## src/hw/sfb_defs.vh

```
/*
 * Constants of the status flag and bit operation unit: opcode fields,
 * status bit positions, control flag codes, stack size and pulse phases.
 * Assumes it is included by bare name from the design files.
 */
`ifndef SFB_DEFS_VH
`define SFB_DEFS_VH

`define SFB_WORD_W 16
`define SFB_STACK_DEPTH 16
`define SFB_FLAG_COUNT 8
`define SFB_STATUS_RESET 16'h0000

// Primary and secondary opcode fields.
`define SFB_OP_HI_NONE 5'h00
`define SFB_OP_HI_FLAG 5'h01
`define SFB_OP2_STATUS_SET 7'h70
`define SFB_OP2_STATUS_CLR 7'h71
`define SFB_OP2_ACC_SET 7'h72
`define SFB_OP2_ACC_CLR 7'h73
`define SFB_OP2_ACC_INV 7'h76
`define SFB_OP_FLAGS_SAVE 9'h001
`define SFB_OP_FLAGS_RESTORE 9'h005

// Status bit positions.
`define SFB_BIT_LINK 15
`define SFB_BIT_ARITH_RANGE 14
`define SFB_BIT_CARRY 13
`define SFB_BIT_IRQ3 12
`define SFB_BIT_IRQ2 8
`define SFB_BIT_IRQ1 4
`define SFB_BIT_IRQ0 0
`define SFB_HIDDEN_MASK 16'h0006

// Control flag codes; the flag address is the code plus eight.
`define SFB_FC_IRQ_ENABLE 3'h1
`define SFB_FC_BYTE_CHOICE 3'h2
`define SFB_FC_PANEL_GATE 3'h5
`define SFB_FLAG_ADDR_BASE 4'h8

// Pulse phases inside the microcycle, in clock cycles after issue.
`define SFB_PHASE_W 3
`define SFB_PHASE_T2 3'h2
`define SFB_PHASE_T6 3'h6

`endif

```

## src/hw/sfb_ctl_flag.v

```verilog
/*
 * One external control flag: set by a set instruction, set at T2 and
 * cleared at T6 by a pulse, cleared by the byte choice clear.
 * Assumes the caller raises at most one request per cycle for this flag.
 */
`timescale 1ns/100ps
module sfb_ctl_flag (
    // Clock and reset
    input wire clk,
    input wire rst_b,
    // Requests
    input wire set_hit,
    input wire pulse_t2,
    input wire pulse_t6,
    input wire clr_hit,
    // State
    output reg flag_q
);
    reg flag_d;

    always @* begin
        flag_d = flag_q;
        if (clr_hit || pulse_t6) begin
            flag_d = 1'b0;
        end
        // A set arriving with a clear wins so no event is lost.
        if (set_hit || pulse_t2) begin
            flag_d = 1'b1;
        end
    end

    always @(posedge clk or negedge rst_b) begin
        if (!rst_b) begin
            flag_q <= 1'b0;
        end else begin
            flag_q <= flag_d;
        end
    end
endmodule // sfb_ctl_flag

```

## src/hw/sfb_flag_stack.v

```verilog
/*
 * Pushdown stack for the status flags. Entry 0 is the top and is a register,
 * so the top word comes straight from a flip-flop.
 * Assumes push, pull and clear are never requested together except clear.
 */
`timescale 1ns/100ps
`include "sfb_defs.vh"
module sfb_flag_stack #(
    parameter WIDTH = `SFB_WORD_W,
    parameter DEPTH = `SFB_STACK_DEPTH
) (
    // Clock and reset
    input wire clk,
    input wire rst_b,
    // Commands
    input wire push_en,
    input wire pull_en,
    input wire clear_en,
    input wire [WIDTH-1:0] push_data,
    // Top of stack
    output wire [WIDTH-1:0] top_data
);
    reg [WIDTH-1:0] entry_q [0:DEPTH-1];
    genvar gi;

    assign top_data = entry_q[0];

    generate
        for (gi = 0; gi < DEPTH; gi = gi + 1) begin : g_level
            wire [WIDTH-1:0] above;
            wire [WIDTH-1:0] below;
            if (gi == 0) begin : g_top
                assign above = push_data;
            end else begin : g_mid
                assign above = entry_q[gi-1];
            end
            // Pulling fills the bottom level with zeros.
            if (gi == DEPTH-1) begin : g_bot
                assign below = {WIDTH{1'b0}};
            end else begin : g_up
                assign below = entry_q[gi+1];
            end
            always @(posedge clk or negedge rst_b) begin
                if (!rst_b) begin
                    entry_q[gi] <= {WIDTH{1'b0}};
                end else if (clear_en) begin
                    entry_q[gi] <= {WIDTH{1'b0}};
                end else if (push_en) begin
                    entry_q[gi] <= above;
                end else if (pull_en) begin
                    entry_q[gi] <= below;
                end
            end
        end
    endgenerate
endmodule // sfb_flag_stack

```

## src/hw/sfb_status_unit.v

```verilog
/*
 * Status flag and bit manipulation unit: status register, accumulator zero,
 * status bit and accumulator bit instructions, flag save and restore through
 * the pushdown stack, and the external control flags.
 * Assumes the sequencer offers one instruction word with instr_valid and
 * holds it until instr_ready; all inputs are synchronous to clk.
 */
`timescale 1ns/100ps
`include "sfb_defs.vh"

// Functional notes
// - Flag codes 1, 2, 5 are interrupt enable, byte choice and panel gate; others user.
// - Set and pulse reach only flag addresses 8..15, code plus eight.
// - Opcode 1110000 sets status bit n and clears byte choice.
// - Opcode 1110001 clears status bit n and clears byte choice.
// - Opcode 1110010 sets accumulator zero bit n and clears byte choice.
// - Opcode 1110011 clears accumulator zero bit n and clears byte choice.
// - Opcode 1110110 inverts accumulator zero bit n and clears byte choice.
// - Flags save pushes the status word, bottom entry discarded.
// - Flags restore loads status from top, stack shifts up, bottom zero.
// - Status bit 15 is link, 14 overflow, 13 carry out.
// - Interrupt gates for levels 3, 2, 1, 0 sit at bits 12, 8, 4, 0.
// - Bits 11..9, 7..5, 3, 2, 1 are plain storage; 2 and 1 hidden from panel.
// - The stack is sixteen words deep and program load clears it.
// - A pulsed flag sets at T2 and clears at T6 of one microcycle.
// - Pulsing a flag already set leaves it cleared.
module sfb_status_unit #(
    parameter WIDTH = `SFB_WORD_W,
    parameter DEPTH = `SFB_STACK_DEPTH,
    parameter FLAGS = `SFB_FLAG_COUNT
) (
    // Clock and reset
    input wire clk,
    input wire rst_b,
    // Instruction from the sequencer
    input wire instr_valid,
    input wire [15:0] instr_word,
    output wire instr_ready,
    output reg instr_done_q,
    output reg instr_illegal_q,
    // Program load control
    input wire program_load,
    // Direct status register access
    input wire status_we,
    input wire [WIDTH-1:0] status_wdata,
    // Arithmetic flag update
    input wire arith_we,
    input wire link_in,
    input wire arith_range_in,
    input wire carry_in,
    // Accumulator zero load
    input wire acc_we,
    input wire [WIDTH-1:0] acc_wdata,
    // Registers
    output reg [WIDTH-1:0] processor_status_flags_q,
    output reg [WIDTH-1:0] accumulator_zero_q,
    output wire [WIDTH-1:0] stack_top,
    output reg [WIDTH-1:0] panel_display_q,
    // Status fields
    output wire link_flag,
    output wire arith_range_flag,
    output wire carry_out_flag,
    output wire irq_level3_gate,
    output wire irq_level2_gate,
    output wire irq_level1_gate,
    output wire irq_level0_gate,
    // External control flags
    output wire [FLAGS-1:0] control_flags,
    output wire irq_enable_flag,
    output wire byte_choice_flag,
    output wire panel_interrupt_gate,
    output reg [3:0] flag_addr_q
);
    localparam ST_IDLE = 1'b0;
    localparam ST_PULSE = 1'b1;

    reg state_q;
    reg state_d;
    reg [`SFB_PHASE_W-1:0] phase_q;
    reg [`SFB_PHASE_W-1:0] phase_d;
    reg [2:0] pulse_code_q;
    reg [WIDTH-1:0] status_d;
    reg [WIDTH-1:0] acc_d;
    reg done_d;
    reg illegal_d;
    reg sel_clear;
    reg push_en;
    reg pull_en;
    reg [FLAGS-1:0] set_hit;
    reg [FLAGS-1:0] pulse_t2;
    reg [FLAGS-1:0] pulse_t6;
    reg [FLAGS-1:0] clr_hit;
    reg [3:0] flag_addr_d;

    wire take;
    wire [4:0] op_hi;
    wire [6:0] op2;
    wire [8:0] op_full;
    wire [3:0] bit_n;
    wire [2:0] flag_code;
    wire pulse_sel;
    wire dec_system;
    wire dec_save;
    wire dec_restore;
    wire dec_flag;
    wire dec_pulse;
    genvar gi;

    assign instr_ready = (state_q == ST_IDLE);
    assign take = instr_valid && instr_ready;
    assign op_hi = instr_word[15:11];
    assign op2 = instr_word[10:4];
    assign op_full = instr_word[15:7];
    assign bit_n = instr_word[3:0];
    assign flag_code = instr_word[10:8];
    assign pulse_sel = instr_word[7];

    // Field decode (op_hi, op_full, op2) keeps the priority chain below short and readable.
    assign dec_system = (op_hi == `SFB_OP_HI_NONE);
    assign dec_save = dec_system && (op_full == `SFB_OP_FLAGS_SAVE);
    assign dec_restore = dec_system && (op_full == `SFB_OP_FLAGS_RESTORE);
    assign dec_flag = (op_hi == `SFB_OP_HI_FLAG);
    assign dec_pulse = dec_flag && pulse_sel;

    assign link_flag = processor_status_flags_q[`SFB_BIT_LINK];
    assign arith_range_flag = processor_status_flags_q[`SFB_BIT_ARITH_RANGE];
    assign carry_out_flag = processor_status_flags_q[`SFB_BIT_CARRY];
    assign irq_level3_gate = processor_status_flags_q[`SFB_BIT_IRQ3];
    assign irq_level2_gate = processor_status_flags_q[`SFB_BIT_IRQ2];
    assign irq_level1_gate = processor_status_flags_q[`SFB_BIT_IRQ1];
    assign irq_level0_gate = processor_status_flags_q[`SFB_BIT_IRQ0];

    assign irq_enable_flag = control_flags[`SFB_FC_IRQ_ENABLE];
    assign byte_choice_flag = control_flags[`SFB_FC_BYTE_CHOICE];
    assign panel_interrupt_gate = control_flags[`SFB_FC_PANEL_GATE];

    // Instruction decode and execution; every update but a flag pulse lands in one cycle.
    always @* begin
        status_d = processor_status_flags_q;
        acc_d = accumulator_zero_q;
        done_d = 1'b0;
        illegal_d = 1'b0;
        sel_clear = 1'b0;
        push_en = 1'b0;
        pull_en = 1'b0;
        set_hit = {FLAGS{1'b0}};
        flag_addr_d = flag_addr_q;
        state_d = state_q;
        phase_d = phase_q;
        // Sequencer loads go first so an instruction in the same cycle overrides them.
        if (status_we) begin
            status_d = status_wdata;
        end
        if (arith_we) begin
            status_d[`SFB_BIT_LINK] = link_in;
            status_d[`SFB_BIT_ARITH_RANGE] = arith_range_in;
            status_d[`SFB_BIT_CARRY] = carry_in;
        end
        if (acc_we) begin
            acc_d = acc_wdata;
        end
        case (state_q)
            ST_IDLE: begin
                if (take) begin
                    done_d = 1'b1;
                    if (dec_save) begin
                        push_en = 1'b1;
                    end else if (dec_restore) begin
                        status_d = stack_top;
                        pull_en = 1'b1;
                    end else if (dec_system) begin
                        sel_clear = 1'b1;
                        case (op2)
                            `SFB_OP2_STATUS_SET: begin
                                status_d[bit_n] = 1'b1;
                            end
                            `SFB_OP2_STATUS_CLR: begin
                                status_d[bit_n] = 1'b0;
                            end
                            `SFB_OP2_ACC_SET: begin
                                acc_d[bit_n] = 1'b1;
                            end
                            `SFB_OP2_ACC_CLR: begin
                                acc_d[bit_n] = 1'b0;
                            end
                            `SFB_OP2_ACC_INV: begin
                                acc_d[bit_n] = ~accumulator_zero_q[bit_n];
                            end
                            default: begin
                                sel_clear = 1'b0;
                                illegal_d = 1'b1;
                            end
                        endcase
                    end else if (dec_flag) begin
                        flag_addr_d = `SFB_FLAG_ADDR_BASE | {1'b0, flag_code};
                        if (dec_pulse) begin
                            // The pulse holds the sequencer until T6 has passed.
                            done_d = 1'b0;
                            state_d = ST_PULSE;
                            phase_d = {`SFB_PHASE_W{1'b0}};
                        end else begin
                            set_hit[flag_code] = 1'b1;
                        end
                    end else begin
                        illegal_d = 1'b1;
                    end
                end
            end
            ST_PULSE: begin
                phase_d = phase_q + 1'b1;
                if (phase_q == `SFB_PHASE_T6) begin
                    state_d = ST_IDLE;
                    done_d = 1'b1;
                end
            end
            default: begin
                state_d = ST_IDLE;
            end
        endcase
    end

    // Pulse phases and byte choice clear routed to each flag.
    always @* begin
        pulse_t2 = {FLAGS{1'b0}};
        pulse_t6 = {FLAGS{1'b0}};
        clr_hit = {FLAGS{1'b0}};
        if (state_q == ST_PULSE && phase_q == `SFB_PHASE_T2) begin
            pulse_t2[pulse_code_q] = 1'b1;
        end
        if (state_q == ST_PULSE && phase_q == `SFB_PHASE_T6) begin
            pulse_t6[pulse_code_q] = 1'b1;
        end
        if (sel_clear) begin
            clr_hit[`SFB_FC_BYTE_CHOICE] = 1'b1;
        end
    end

    generate
        for (gi = 0; gi < FLAGS; gi = gi + 1) begin : g_flag
            sfb_ctl_flag u_flag (
                .clk(clk),
                .rst_b(rst_b),
                .set_hit(set_hit[gi]),
                .pulse_t2(pulse_t2[gi]),
                .pulse_t6(pulse_t6[gi]),
                .clr_hit(clr_hit[gi]),
                .flag_q(control_flags[gi])
            );
        end
    endgenerate

    sfb_flag_stack #(
        .WIDTH(WIDTH),
        .DEPTH(DEPTH)
    ) u_stack (
        .clk(clk),
        .rst_b(rst_b),
        .push_en(push_en),
        .pull_en(pull_en),
        .clear_en(program_load),
        .push_data(processor_status_flags_q),
        .top_data(stack_top)
    );

    // Datapath registers.
    always @(posedge clk or negedge rst_b) begin
        if (!rst_b) begin
            processor_status_flags_q <= `SFB_STATUS_RESET;
            accumulator_zero_q <= {WIDTH{1'b0}};
            panel_display_q <= {WIDTH{1'b0}};
        end else begin
            processor_status_flags_q <= status_d;
            accumulator_zero_q <= acc_d;
            // Hidden general bits never reach the panel lamps.
            panel_display_q <= status_d & ~`SFB_HIDDEN_MASK;
        end
    end

    // Flag addressing registers.
    always @(posedge clk or negedge rst_b) begin
        if (!rst_b) begin
            pulse_code_q <= 3'h0;
            flag_addr_q <= 4'h0;
        end else begin
            if (take && dec_flag) begin
                pulse_code_q <= flag_code;
            end
            flag_addr_q <= flag_addr_d;
        end
    end

    // Sequencing registers.
    always @(posedge clk or negedge rst_b) begin
        if (!rst_b) begin
            state_q <= ST_IDLE;
            phase_q <= {`SFB_PHASE_W{1'b0}};
            instr_done_q <= 1'b0;
            instr_illegal_q <= 1'b0;
        end else begin
            state_q <= state_d;
            phase_q <= phase_d;
            instr_done_q <= done_d;
            instr_illegal_q <= illegal_d;
        end
    end
endmodule // sfb_status_unit

```

## config.mk

```make
export PLATFORM = sky130hd
export DESIGN_NAME = sfb_status_unit
export DESIGN_NICKNAME = d
export VERILOG_FILES = /design/src/hw/sfb_ctl_flag.v /design/src/hw/sfb_flag_stack.v /design/src/hw/sfb_status_unit.v
export VERILOG_INCLUDE_DIRS = /design/src /design/src/hw
export SDC_FILE = /design/constraint.sdc
export NUM_CORES = 1
export LEC_CHECK = 0
export ABC_AREA = 1
export BUFFER_PORTS_ARGS = -buffer_cell sky130_fd_sc_hd__buf_4
export CAP_MARGIN = 0
export CORE_MARGIN = 1
export CORE_UTILIZATION = 40
export CTS_BUF_LIST = sky130_fd_sc_hd__clkbuf_8
export CTS_CLUSTER_SIZE = 25
export DETAILED_ROUTE_END_ITERATION = 8
export HOLD_SLACK_MARGIN = 0.06
export PLACE_DENSITY_LB_ADDON = 0.3
export SETUP_SLACK_MARGIN = 0.05
export SYNTH_ARGS = -nofsm -noshare
export SYNTH_HDL_FRONTEND = slang
export SYNTH_SLANG_ARGS = --single-unit
```

## constraint.sdc

```tcl
create_clock -name clk -period 2.04 [get_ports clk]
set_input_delay 0.102 -clock clk [delete_from_list [all_inputs] [get_ports clk]]
set_output_delay 0.102 -clock clk [all_outputs]
set_load 0.1 [all_outputs]
```

**Word-level counts from Yosys, hierarchy flattened**

Index checks and enable logic that the tools add are counted.

- Logic and storage cells: 239
- Bits of input ports: 58
- Output and inout port bits: 89
- Register bits after elaboration: 323

- $add $sub $neg: 1
- Reduce and logical (&&, ||, !) cells: 32
- Muxes and demuxes: 141
- Magnitude comparators: 6
- Eq/ne operators: 16
- Bitwise gates (word level): 10

Operator list:

| kind | number |
|---|---|
| $mux 16 | 60 |
| $mux 8 | 9 |
| $mux 1 | 55 |
| $pmux 16 s3 | 1 |
| $eq 7x7->1 const B | 5 |
| $and 16x16->16 | 2 |
| $or 16x16->16 | 2 |
| $pmux 16 s2 | 1 |
| $mux 3 | 7 |
| $bwmux 16 | 1 |
| $not 16->16 | 1 |
| $reduce_bool 2->1 | 8 |
| $reduce_and 6->1 | 2 |
| $logic_and 1x1->1 | 10 |
| $eq 9x1->1 const B | 1 |
| $eq 9x3->1 const B | 1 |
| $logic_or 1x1->1 | 9 |
| $lt 3x4->1 const B | 2 |
| $demux 1 s3 | 2 |
| $ge 3x1->1 const B | 2 |
| $ne 2x1->1 const B | 3 |
| $ne 2x2->1 const B | 3 |
| $pmux 3 s2 | 1 |
| $eq 5x1->1 const B | 1 |
| 12 further kinds | 17 |

**Longest topological paths before layout**

Gate-level depths: netlist (run 1).

- Depth in word-level cells: 13
- Gate-level depth with buffers: 13
- Depth with buffers taken out: 12

**Modules after synthesis**

A second synthesis (run 1) with hierarchy kept.

- Cells, all modules: 2,526
- Area total of the unflattened synthesis: 17,214.0 µm²

By module, submodules not included:

| module | seq. area each (µm²) | times used | cells an instance | area an instance (µm²) |
|---|---|---|---|---|
| sfb_flag_stack | 6,406.1 | 1 | 1,887 | 13,143.9 |
| sfb_status_unit | 1,126.1 | 1 | 591 | 3,709.8 |
| sfb_ctl_flag | 25.0 | 8 | 6 | 45.0 |

**Least setup slack after synthesis (run 1)**

OpenSTA, ideal clock, no wires.

- Kind: reg-to-reg
- Start: register accumulator_zero_q[14]
- End: register accumulator_zero_q[10]
- Path slack: -80 ps
- Buffers on the path: 1
- Arrival time: 1,999 ps
- Stages on the path, launching flop included: 13
- Setup time: 121 ps
- Data required time: 1,919 ps
- Period minus slack after synthesis: 2,120 ps
- Path through: dfrtp_1 > inv_1 > o21ai_0 > nand2_1 > nand2_1 > nand2_1 > nand2_1 > inv_1 > nand2_1 > clkbuf_1 > nand2_1 > nand2_1 > a21oi_1

- Longest elaborated chain between the ends: 10

Ends and longest elaborated chain:

| element | line | RTL |
|---|---|---|
| start, declared | sfb_status_unit.v:56 | `output reg [WIDTH-1:0] accumulator_zero_q,` |
| start signal, assigned | sfb_status_unit.v:269 | `accumulator_zero_q <= {WIDTH{1'b0}};` |
| $bmux 1 s4 | sfb_status_unit.v:187 | `acc_d[bit_n] = ~accumulator_zero_q[bit_n];` |
| $mux 1 (implied by the code) | sfb_status_unit.v:187 |  |
| $not 1->1 | sfb_status_unit.v:187 |  |
| $bwmux 16 | sfb_status_unit.v:187 |  |
| $pmux 16 s3 | sfb_status_unit.v:173 | `case (op2)` |
| $mux 16 | sfb_status_unit.v:171 | `end else if (dec_system) begin` |
| $mux 16 | sfb_status_unit.v:168 | `end else if (dec_restore) begin` |
| $mux 16 | sfb_status_unit.v:166 | `if (dec_save) begin` |
| $mux 16 | sfb_status_unit.v:164 | `if (take) begin` |
| $mux 16 | sfb_status_unit.v:162 | `case (state_q)` |
| named net acc_d[10] | sfb_status_unit.v:83 | `reg [WIDTH-1:0] acc_d;` |

The timed path passes the listed nets, and every way through them passes these cells. The select of a mux whose other input is x is not followed.
A chain may end at the register's enable or synchronous reset.

**Worst setup path in the final report (run 1)**

- Start: input port instr_word[9]
- End: register accumulator_zero_q[13]

- Longest elaborated chain between the ends: 7
- Elaborated cells between the ends (all ways): 13
- Classes of those cells: 5 x eq/ne; 6 x mux; 2 x reduce/logical

Ends and longest elaborated chain:

| element | line | RTL |
|---|---|---|
| start, declared | sfb_status_unit.v:37 | `input wire [15:0] instr_word,` |
| $eq 7x7->1 | sfb_status_unit.v:173 |  |
| $pmux 16 s3 | sfb_status_unit.v:173 |  |
| $mux 16 | sfb_status_unit.v:171 |  |
| $mux 16 | sfb_status_unit.v:168 |  |
| $mux 16 * | sfb_status_unit.v:166 |  |
| $mux 16 * | sfb_status_unit.v:164 |  |
| $mux 16 * | sfb_status_unit.v:162 |  |
| named net acc_d[13] | sfb_status_unit.v:83 |  |

Mark *: on every way through the listed nets, which the timed path passes. The rest lies on a longest branch.

==> results.md, run 1 <==
* Placed cells at 2,783
* Root Driver: clkbuf_8
* Setup TNS at 0 ps
* Post-Syn Area per Cell at 7.30 µm²
* Gate power share at 0.215
* CP endpoint kind: flop
* Power Total at 0.0155 W
* Worst Hold Class: primary input to flop
* Die Y at 203 µm
* Vias/cell at 4.87
* Gpl congestion at 0.917
* Worst Tran Pin Value at 738 ps
* Row count at 73
* Sw Share at 0.342
* Die width at 203 µm
* Int Power at 0.0102 W
* Critical Path, Cell by Cell: dlygate4sd3_1, buf_4, buf_4, nand3_1, nor2_2, nand2_1, a21oi_4, and3_1, a21oi_1
* Die area at 0.0413 mm²
* Crit start category: primary input
* Residual DRC at 0
* GRT Total Usage at 0.192
* CTS Buffer Depth at 3
* Max Cap Viol at 0
* Net Switching at 0.00530 W
* Worst-path fanout max at 16
* Pleak at 8.96 nW
* YS warnings at 0
* WL final at 40,100 µm
* Non-filler cells, final at 2,956
* Commonest non-fill, non-tap cells in the layout: 813 x nand2_1, 350 x o21ai_0, 294 x inv_1, 294 x dfrtp_1, 174 x buf_4
* Final Cycle Share at 0.918
* CTS Buf Count at 52
* CP bufs+invs at 3
* Global-route wire length before repair at 66,300 µm
* Instance count on the critical path at 9
* Initial antenna violation count at 0
* Core area at 0.0398 mm²
* Clock skew at 10.7 ps
* Largest net degree at the start of global routing at 149
* Sequential area share after synthesis at 0.477
* Final Hold Vio Count at 0
* FMAX at 534 MHz
* Synth Cell Area at 0.0162 mm²
* Worst Hold Depth at 5
* Vias in the first global route at 13,200
* Antenna-violating nets left at 0
* Num ports at 147
* Flops & latches, synth at 309
* CTS sink count at 309
* Reg2Reg Depth at 7
* Post-layout net count at 2,448
* Worst slew margin at 0.508
* Critical path's most frequent cell: buf_4
* Crit path max-delay family: simple AND/OR/NAND/NOR gates
* Clk pwr share at 0.364
* Vias at 14,400
* Most common cell after layout, fill and taps aside: nand2_1
* Status: completed
* CTS tree: yes
* TritonRoute pass-1 iters at 5
* P&R area growth vs syn at 21.2%
* Post-Synthesis Cells at 2,219
* CP required at 2500 ps
* Max stage delay on crit path at 600 ps
* Worst-Skew Late Latency at 600 ps
* Sequential Power Share at 0.420
* Worst vdd ir at 0.521 mV
* DR iter-0 viols at 1,111
* Port bufs at 144
* Setup repair after global routing missed its margin: false
* Clock slew at the register clock pins of the worst setup and hold paths at 60 ps
* Layout cell share with drive strength beyond 1 at 0.128
* Total congestion overflow at 0
* Pwr Density at 789 mW/mm²
* Avg WL per Cell at 13.6 µm
* Critical Path AT at 2340 ps
* H-tree levels at 2
* Crit-path slowest cell: and3_1
* Initial core utilization at 0.407
* Max Transition Viols Final at 0
* Critical path type: primary input to flop
* Min Tclk post-route at 1870 ps
* Post-synth cell types at 35
* Setup violations, final at 0
* Dpl hpwl at 25,100 µm
## cells in the mapped netlist
master | instances | share of area
nand3_1 | 32 | 0.0099
nor2_1 | 45 | 0.010
buf_6 | 22 | 0.015
xnor2_1 | 1 | 0.00054
nand2_1 | 813 | 0.19
inv_1 | 277 | 0.064
or2_2 | 1 | 0.00039
nor2_4 | 2 | 0.0014
mux2i_1 | 15 | 0.0093
a41oi_1 | 1 | 0.00054
and3_1 | 1 | 0.00039
nand3_2 | 1 | 0.00062
conb_1 | 1 | 0.00023
a21oi_1 | 20 | 0.0062
nor3_1 | 5 | 0.0015
o21ai_1 | 140 | 0.043
o32ai_1 | 4 | 0.0022
buf_2 | 18 | 0.0056
nand4_1 | 5 | 0.0019
dfrtp_1 | 309 | 0.48
buf_4 | 34 | 0.016
nand3_4 | 1 | 0.0011
ha_1 | 2 | 0.0015
nor4_1 | 1 | 0.00039
a21o_1 | 3 | 0.0014
or2_1 | 1 | 0.00039
inv_2 | 5 | 0.0012
o21ai_0 | 350 | 0.11
o21ai_2 | 1 | 0.00054
o22ai_1 | 1 | 0.00039
o211ai_1 | 17 | 0.0079
clkbuf_1 | 83 | 0.019
buf_1 | 2 | 0.00046
nor2_2 | 4 | 0.0015
a21oi_4 | 1 | 0.0010
## kinds of logic (layout without fill, tap and decap cells)
kind of cell             Yosys count  after routing  synth area share
multiplexers                      15             15           0.00926
adder cells (fa/ha/maj)            2              2           0.00154
buffers and inverters            441            651             0.122
XOR/XNOR                           1              1          0.000541
AND/OR/NAND/NOR                  912            912             0.218
AO/OA/AOI/OAI                    538            538             0.171
other                              1              3          0.000231
flip-flops                       309            309             0.477
## final cells by class
| class | count | area [µm²] |
|---|---|---|
| antenna | 1 | 2.50 |
| clock buffer | 71 | 977 |
| clock inverter | 25 | 114 |
| fill | 3753 | 20200 |
| inverter | 282 | 1060 |
| multi-input combinational | 1470 | 6510 |
| sequential | 309 | 7750 |
| tap | 525 | 657 |
| timing repair buffer | 273 | 2570 |
## timing repair
item | 4_1_cts | 5_1_grt
buffers inserted | 0 | 0
hold buffers | 74 | 0
gates resized for setup | 0 | 4
setup endpoints to repair | 0 | 20
endpoints found under the hold margin | 409 | 0
## stage by stage
stage / setup slack [ps] / utilization / instance area (µm²) / hold slack [ps]
after floorplan: 70.8 / - / 16200 / -194
after global placement: 145 / 0.445 / 17700 / 0.735
after detailed placement: 115 / 0.445 / 17700 / -1.62
after CTS: 162 / 0.492 / 19600 / 61.5
after global routing: 54.1 / 0.493 / 19600 / 100
final: 166 / 0.493 / 19600 / 76.6
## power groups by stage
stage               registers, W  clock network (W)  logic [W]
floorplan                0.00743                  0    0.00161
global placement         0.00661                  0    0.00317
detailed placement       0.00662                  0    0.00318
CTS                      0.00651            0.00581    0.00333
global route             0.00654            0.00608    0.00352
finish                   0.00652            0.00564    0.00334
## flip-flops by register name, indices dropped and copies added (netlist names)
register                  cells
accumulator_zero_q           16
flag_addr_q                   4
g_flag.u_flag.flag_q          8
instr_done_q                  1
instr_illegal_q               1
phase_q                       3
processor_status_flags_q     16
pulse_code_q                  3
state_q                       1
u_stack.g_level.above        32
u_stack.g_level.below       208
u_stack.top_data             16
## worst register-to-register path, stage by stage (launching register included)
cell	delay (ps)
dfrtp_1	430
inv_4	70
nand2_1	80
inv_2	100
nand3_4	100
nand3_4	130
buf_12	490
o21ai_0	300
## final timing paths
path | slack [ps] | end | start
max | 170 | accumulator_zero_q[13] | instr_word[9]
min | 80 | accumulator_zero_q[4] | acc_we
max reg2reg | 190 | u_stack.g_level[13].below[13] | state_q
min reg2reg | 470 | flag_addr_q[3] | flag_addr_q[3]
max in group asynchronous | 1450 | u_stack.g_level[12].below[15] | rst_b
min in group asynchronous | 110 | accumulator_zero_q[1] | rst_b
## routing by layer
metal  wire length [µm]  vias up  share of wire  track usage
met5                  0        -              0            0
met4                757        0          0.019       0.0524
met3               2270       51          0.057       0.0280
met2              17800      415           0.44        0.306
met1              19300     6639           0.48        0.273
li1                   -     7282              -            -
Note: power is estimated with default switching activity, not from simulation.
==> run 2: changes to the inputs <==
Settings changed: CORE_ASPECT_RATIO from default to 0.6, CTS_BUF_LIST sky130_fd_sc_hd__clkbuf_8 to sky130_fd_sc_hd__clkbuf_4 sky130_fd_sc_hd__clkbuf_8, RECOVER_POWER from default to 100.
==> results.md, run 2 (synthesis gave the netlist of run 1 again) <==
* Status: completed
* H-tree levels at 2
* CTS Buf Count at 46
* Critical path type: primary input to flop
* Antenna-violating nets left at 0
* Setup violations, final at 0
* CTS tree: yes
* Most common cell after layout, fill and taps aside: nand2_1
* P&R area growth vs syn at 16.4%
* Residual DRC at 0
* Final Hold Vio Count at 0
* Dpl hpwl at 26,800 µm
* Worst-Skew Late Latency at 590 ps
* WL final at 42,000 µm
* Vias at 14,700
* Setup TNS at 0 ps
* Num ports at 147
* Total congestion overflow at 0
* Crit start category: primary input
* Max Cap Viol at 0
* TritonRoute pass-1 iters at 7
* Fillers at 3,871
* Clock slew at the register clock pins of the worst setup and hold paths at 60 ps
* CP required at 2510 ps
* DR iter-0 viols at 1,572
* Final Cycle Share at 0.944
* Initial antenna violation count at 0
* Non-filler cells, final at 2,908
* Die area at 0.0413 mm²
* Power Total at 0.0146 W
* Initial core utilization at 0.410
* Row count at 56
* Min Tclk post-route at 1930 ps
* Critical Path AT at 2400 ps
* Max Transition Viols Final at 0
* Setup repair after global routing missed its margin: true
* Vias/cell at 5.04
* Die width at 262 µm
* GRT Total Usage at 0.203
* Pwr Density at 777 mW/mm²
* Postcts setup bufs at 0
* Pleak at 8.56 nW
* Port bufs at 144
* Root Driver: clkbuf_8
* Max FFs per register at 208
* Core area at 0.0395 mm²
* Largest net degree at the start of global routing at 114
* Commonest non-fill, non-tap cells in the layout: 813 x nand2_1, 418 x o21ai_0, 294 x dfrtp_1
* FMAX at 519 MHz
* Worst Hold Class: primary input to flop
* Worst vdd ir at 0.531 mV
* Worst-path fanout max at 16
* Global-route wire length before repair at 68,700 µm
* Layout cell share with drive strength beyond 1 at 0.124
* Die Y at 158 µm
* Worst Tran Pin Value at 1070 ps
* CTS sink count at 309
* Vias in the first global route at 13,600
* Clock skew at 25.3 ps
* Antenna Cells at 0
* Avg WL per Cell at 14.4 µm
* Post-layout net count at 2,421
* CP endpoint kind: flop
* Placed cells at 2,772
* Gpl congestion at 0.922
* CTS Buffer Depth at 3
* Worst slew margin at 0.288
run 2: what timing repair did:
action                                 4_1_cts  5_1_grt
endpoints found under the hold margin      364        0
setup endpoints to repair                    0       44
hold buffers                                61        0
resized for setup                            0       14
run 2: area by class of cell:
| class | instances | area [µm²] | share of cell area |
|---|---|---|---|
| Clock buffer | 71 | 858 | 0.0455 |
| Clock inverter | 2 | 12.5 | 0.000663 |
| Inverter | 282 | 1060 | 0.0564 |
| Multi-Input combinational cell | 1470 | 6500 | 0.345 |
| Sequential cell | 309 | 7750 | 0.411 |
| Tap cell | 522 | 653 | 0.0346 |
| Timing Repair Buffer | 252 | 2020 | 0.107 |
run 2: worst max-delay path, cell delays in order:
cell and delay [ps]:
dlygate4sd3_1 540, buf_4 160, or2_1 300, nor2_2 200, nand3_4 100, buf_6 170, inv_1 120, buf_12 180
nand2_1 70, buf_2 240, o21ai_0 210
run 2: power breakdown:
group / internal (W) / switching (W)
Sequential: 0.00632 / 0.000185
Clock: 0.00264 / 0.00236
Combinational: 0.000585 / 0.00256
Total: 0.00955 / 0.00510
run 2: metal layers:
metal  track usage  up-vias  wire, µm
met3        0.0362       64      2760
li1              -     7210         -
met5             0        -         0
met2         0.307      415     18300
met4        0.0479        0       587
met1         0.299     6973     20300
run 2: worst paths after layout:
kind                       depth (start not counted)                         start                      endpoint  slack, ps
max                                               11                 instr_word[9]  u_stack.g_level[14].below[3]        110
min in group asynchronous                          3                         rst_b   u_stack.g_level[5].below[9]        490
max in group asynchronous                          4                         rst_b  u_stack.g_level[14].below[3]        270
max reg2reg                                       10                       state_q  u_stack.g_level[14].below[3]        130
min                                                5                        acc_we        accumulator_zero_q[14]        110
min reg2reg                                        2  u_stack.g_level[14].below[0]  u_stack.g_level[14].below[0]        480
run 2: per-stage QoR:
stage | cell area, µm² | hold slack, ps | utilization | worst slack [ps]
after floorplan | 16200 | -194 | - | 70.8
after global placement | 17600 | 60.3 | 0.446 | 162
after detailed placement | 17600 | 59.1 | 0.446 | 71.7
after CTS | 19100 | 61.3 | 0.484 | 121
after global routing | 18900 | 109 | 0.477 | -13.2
final | 18900 | 106 | 0.477 | 115
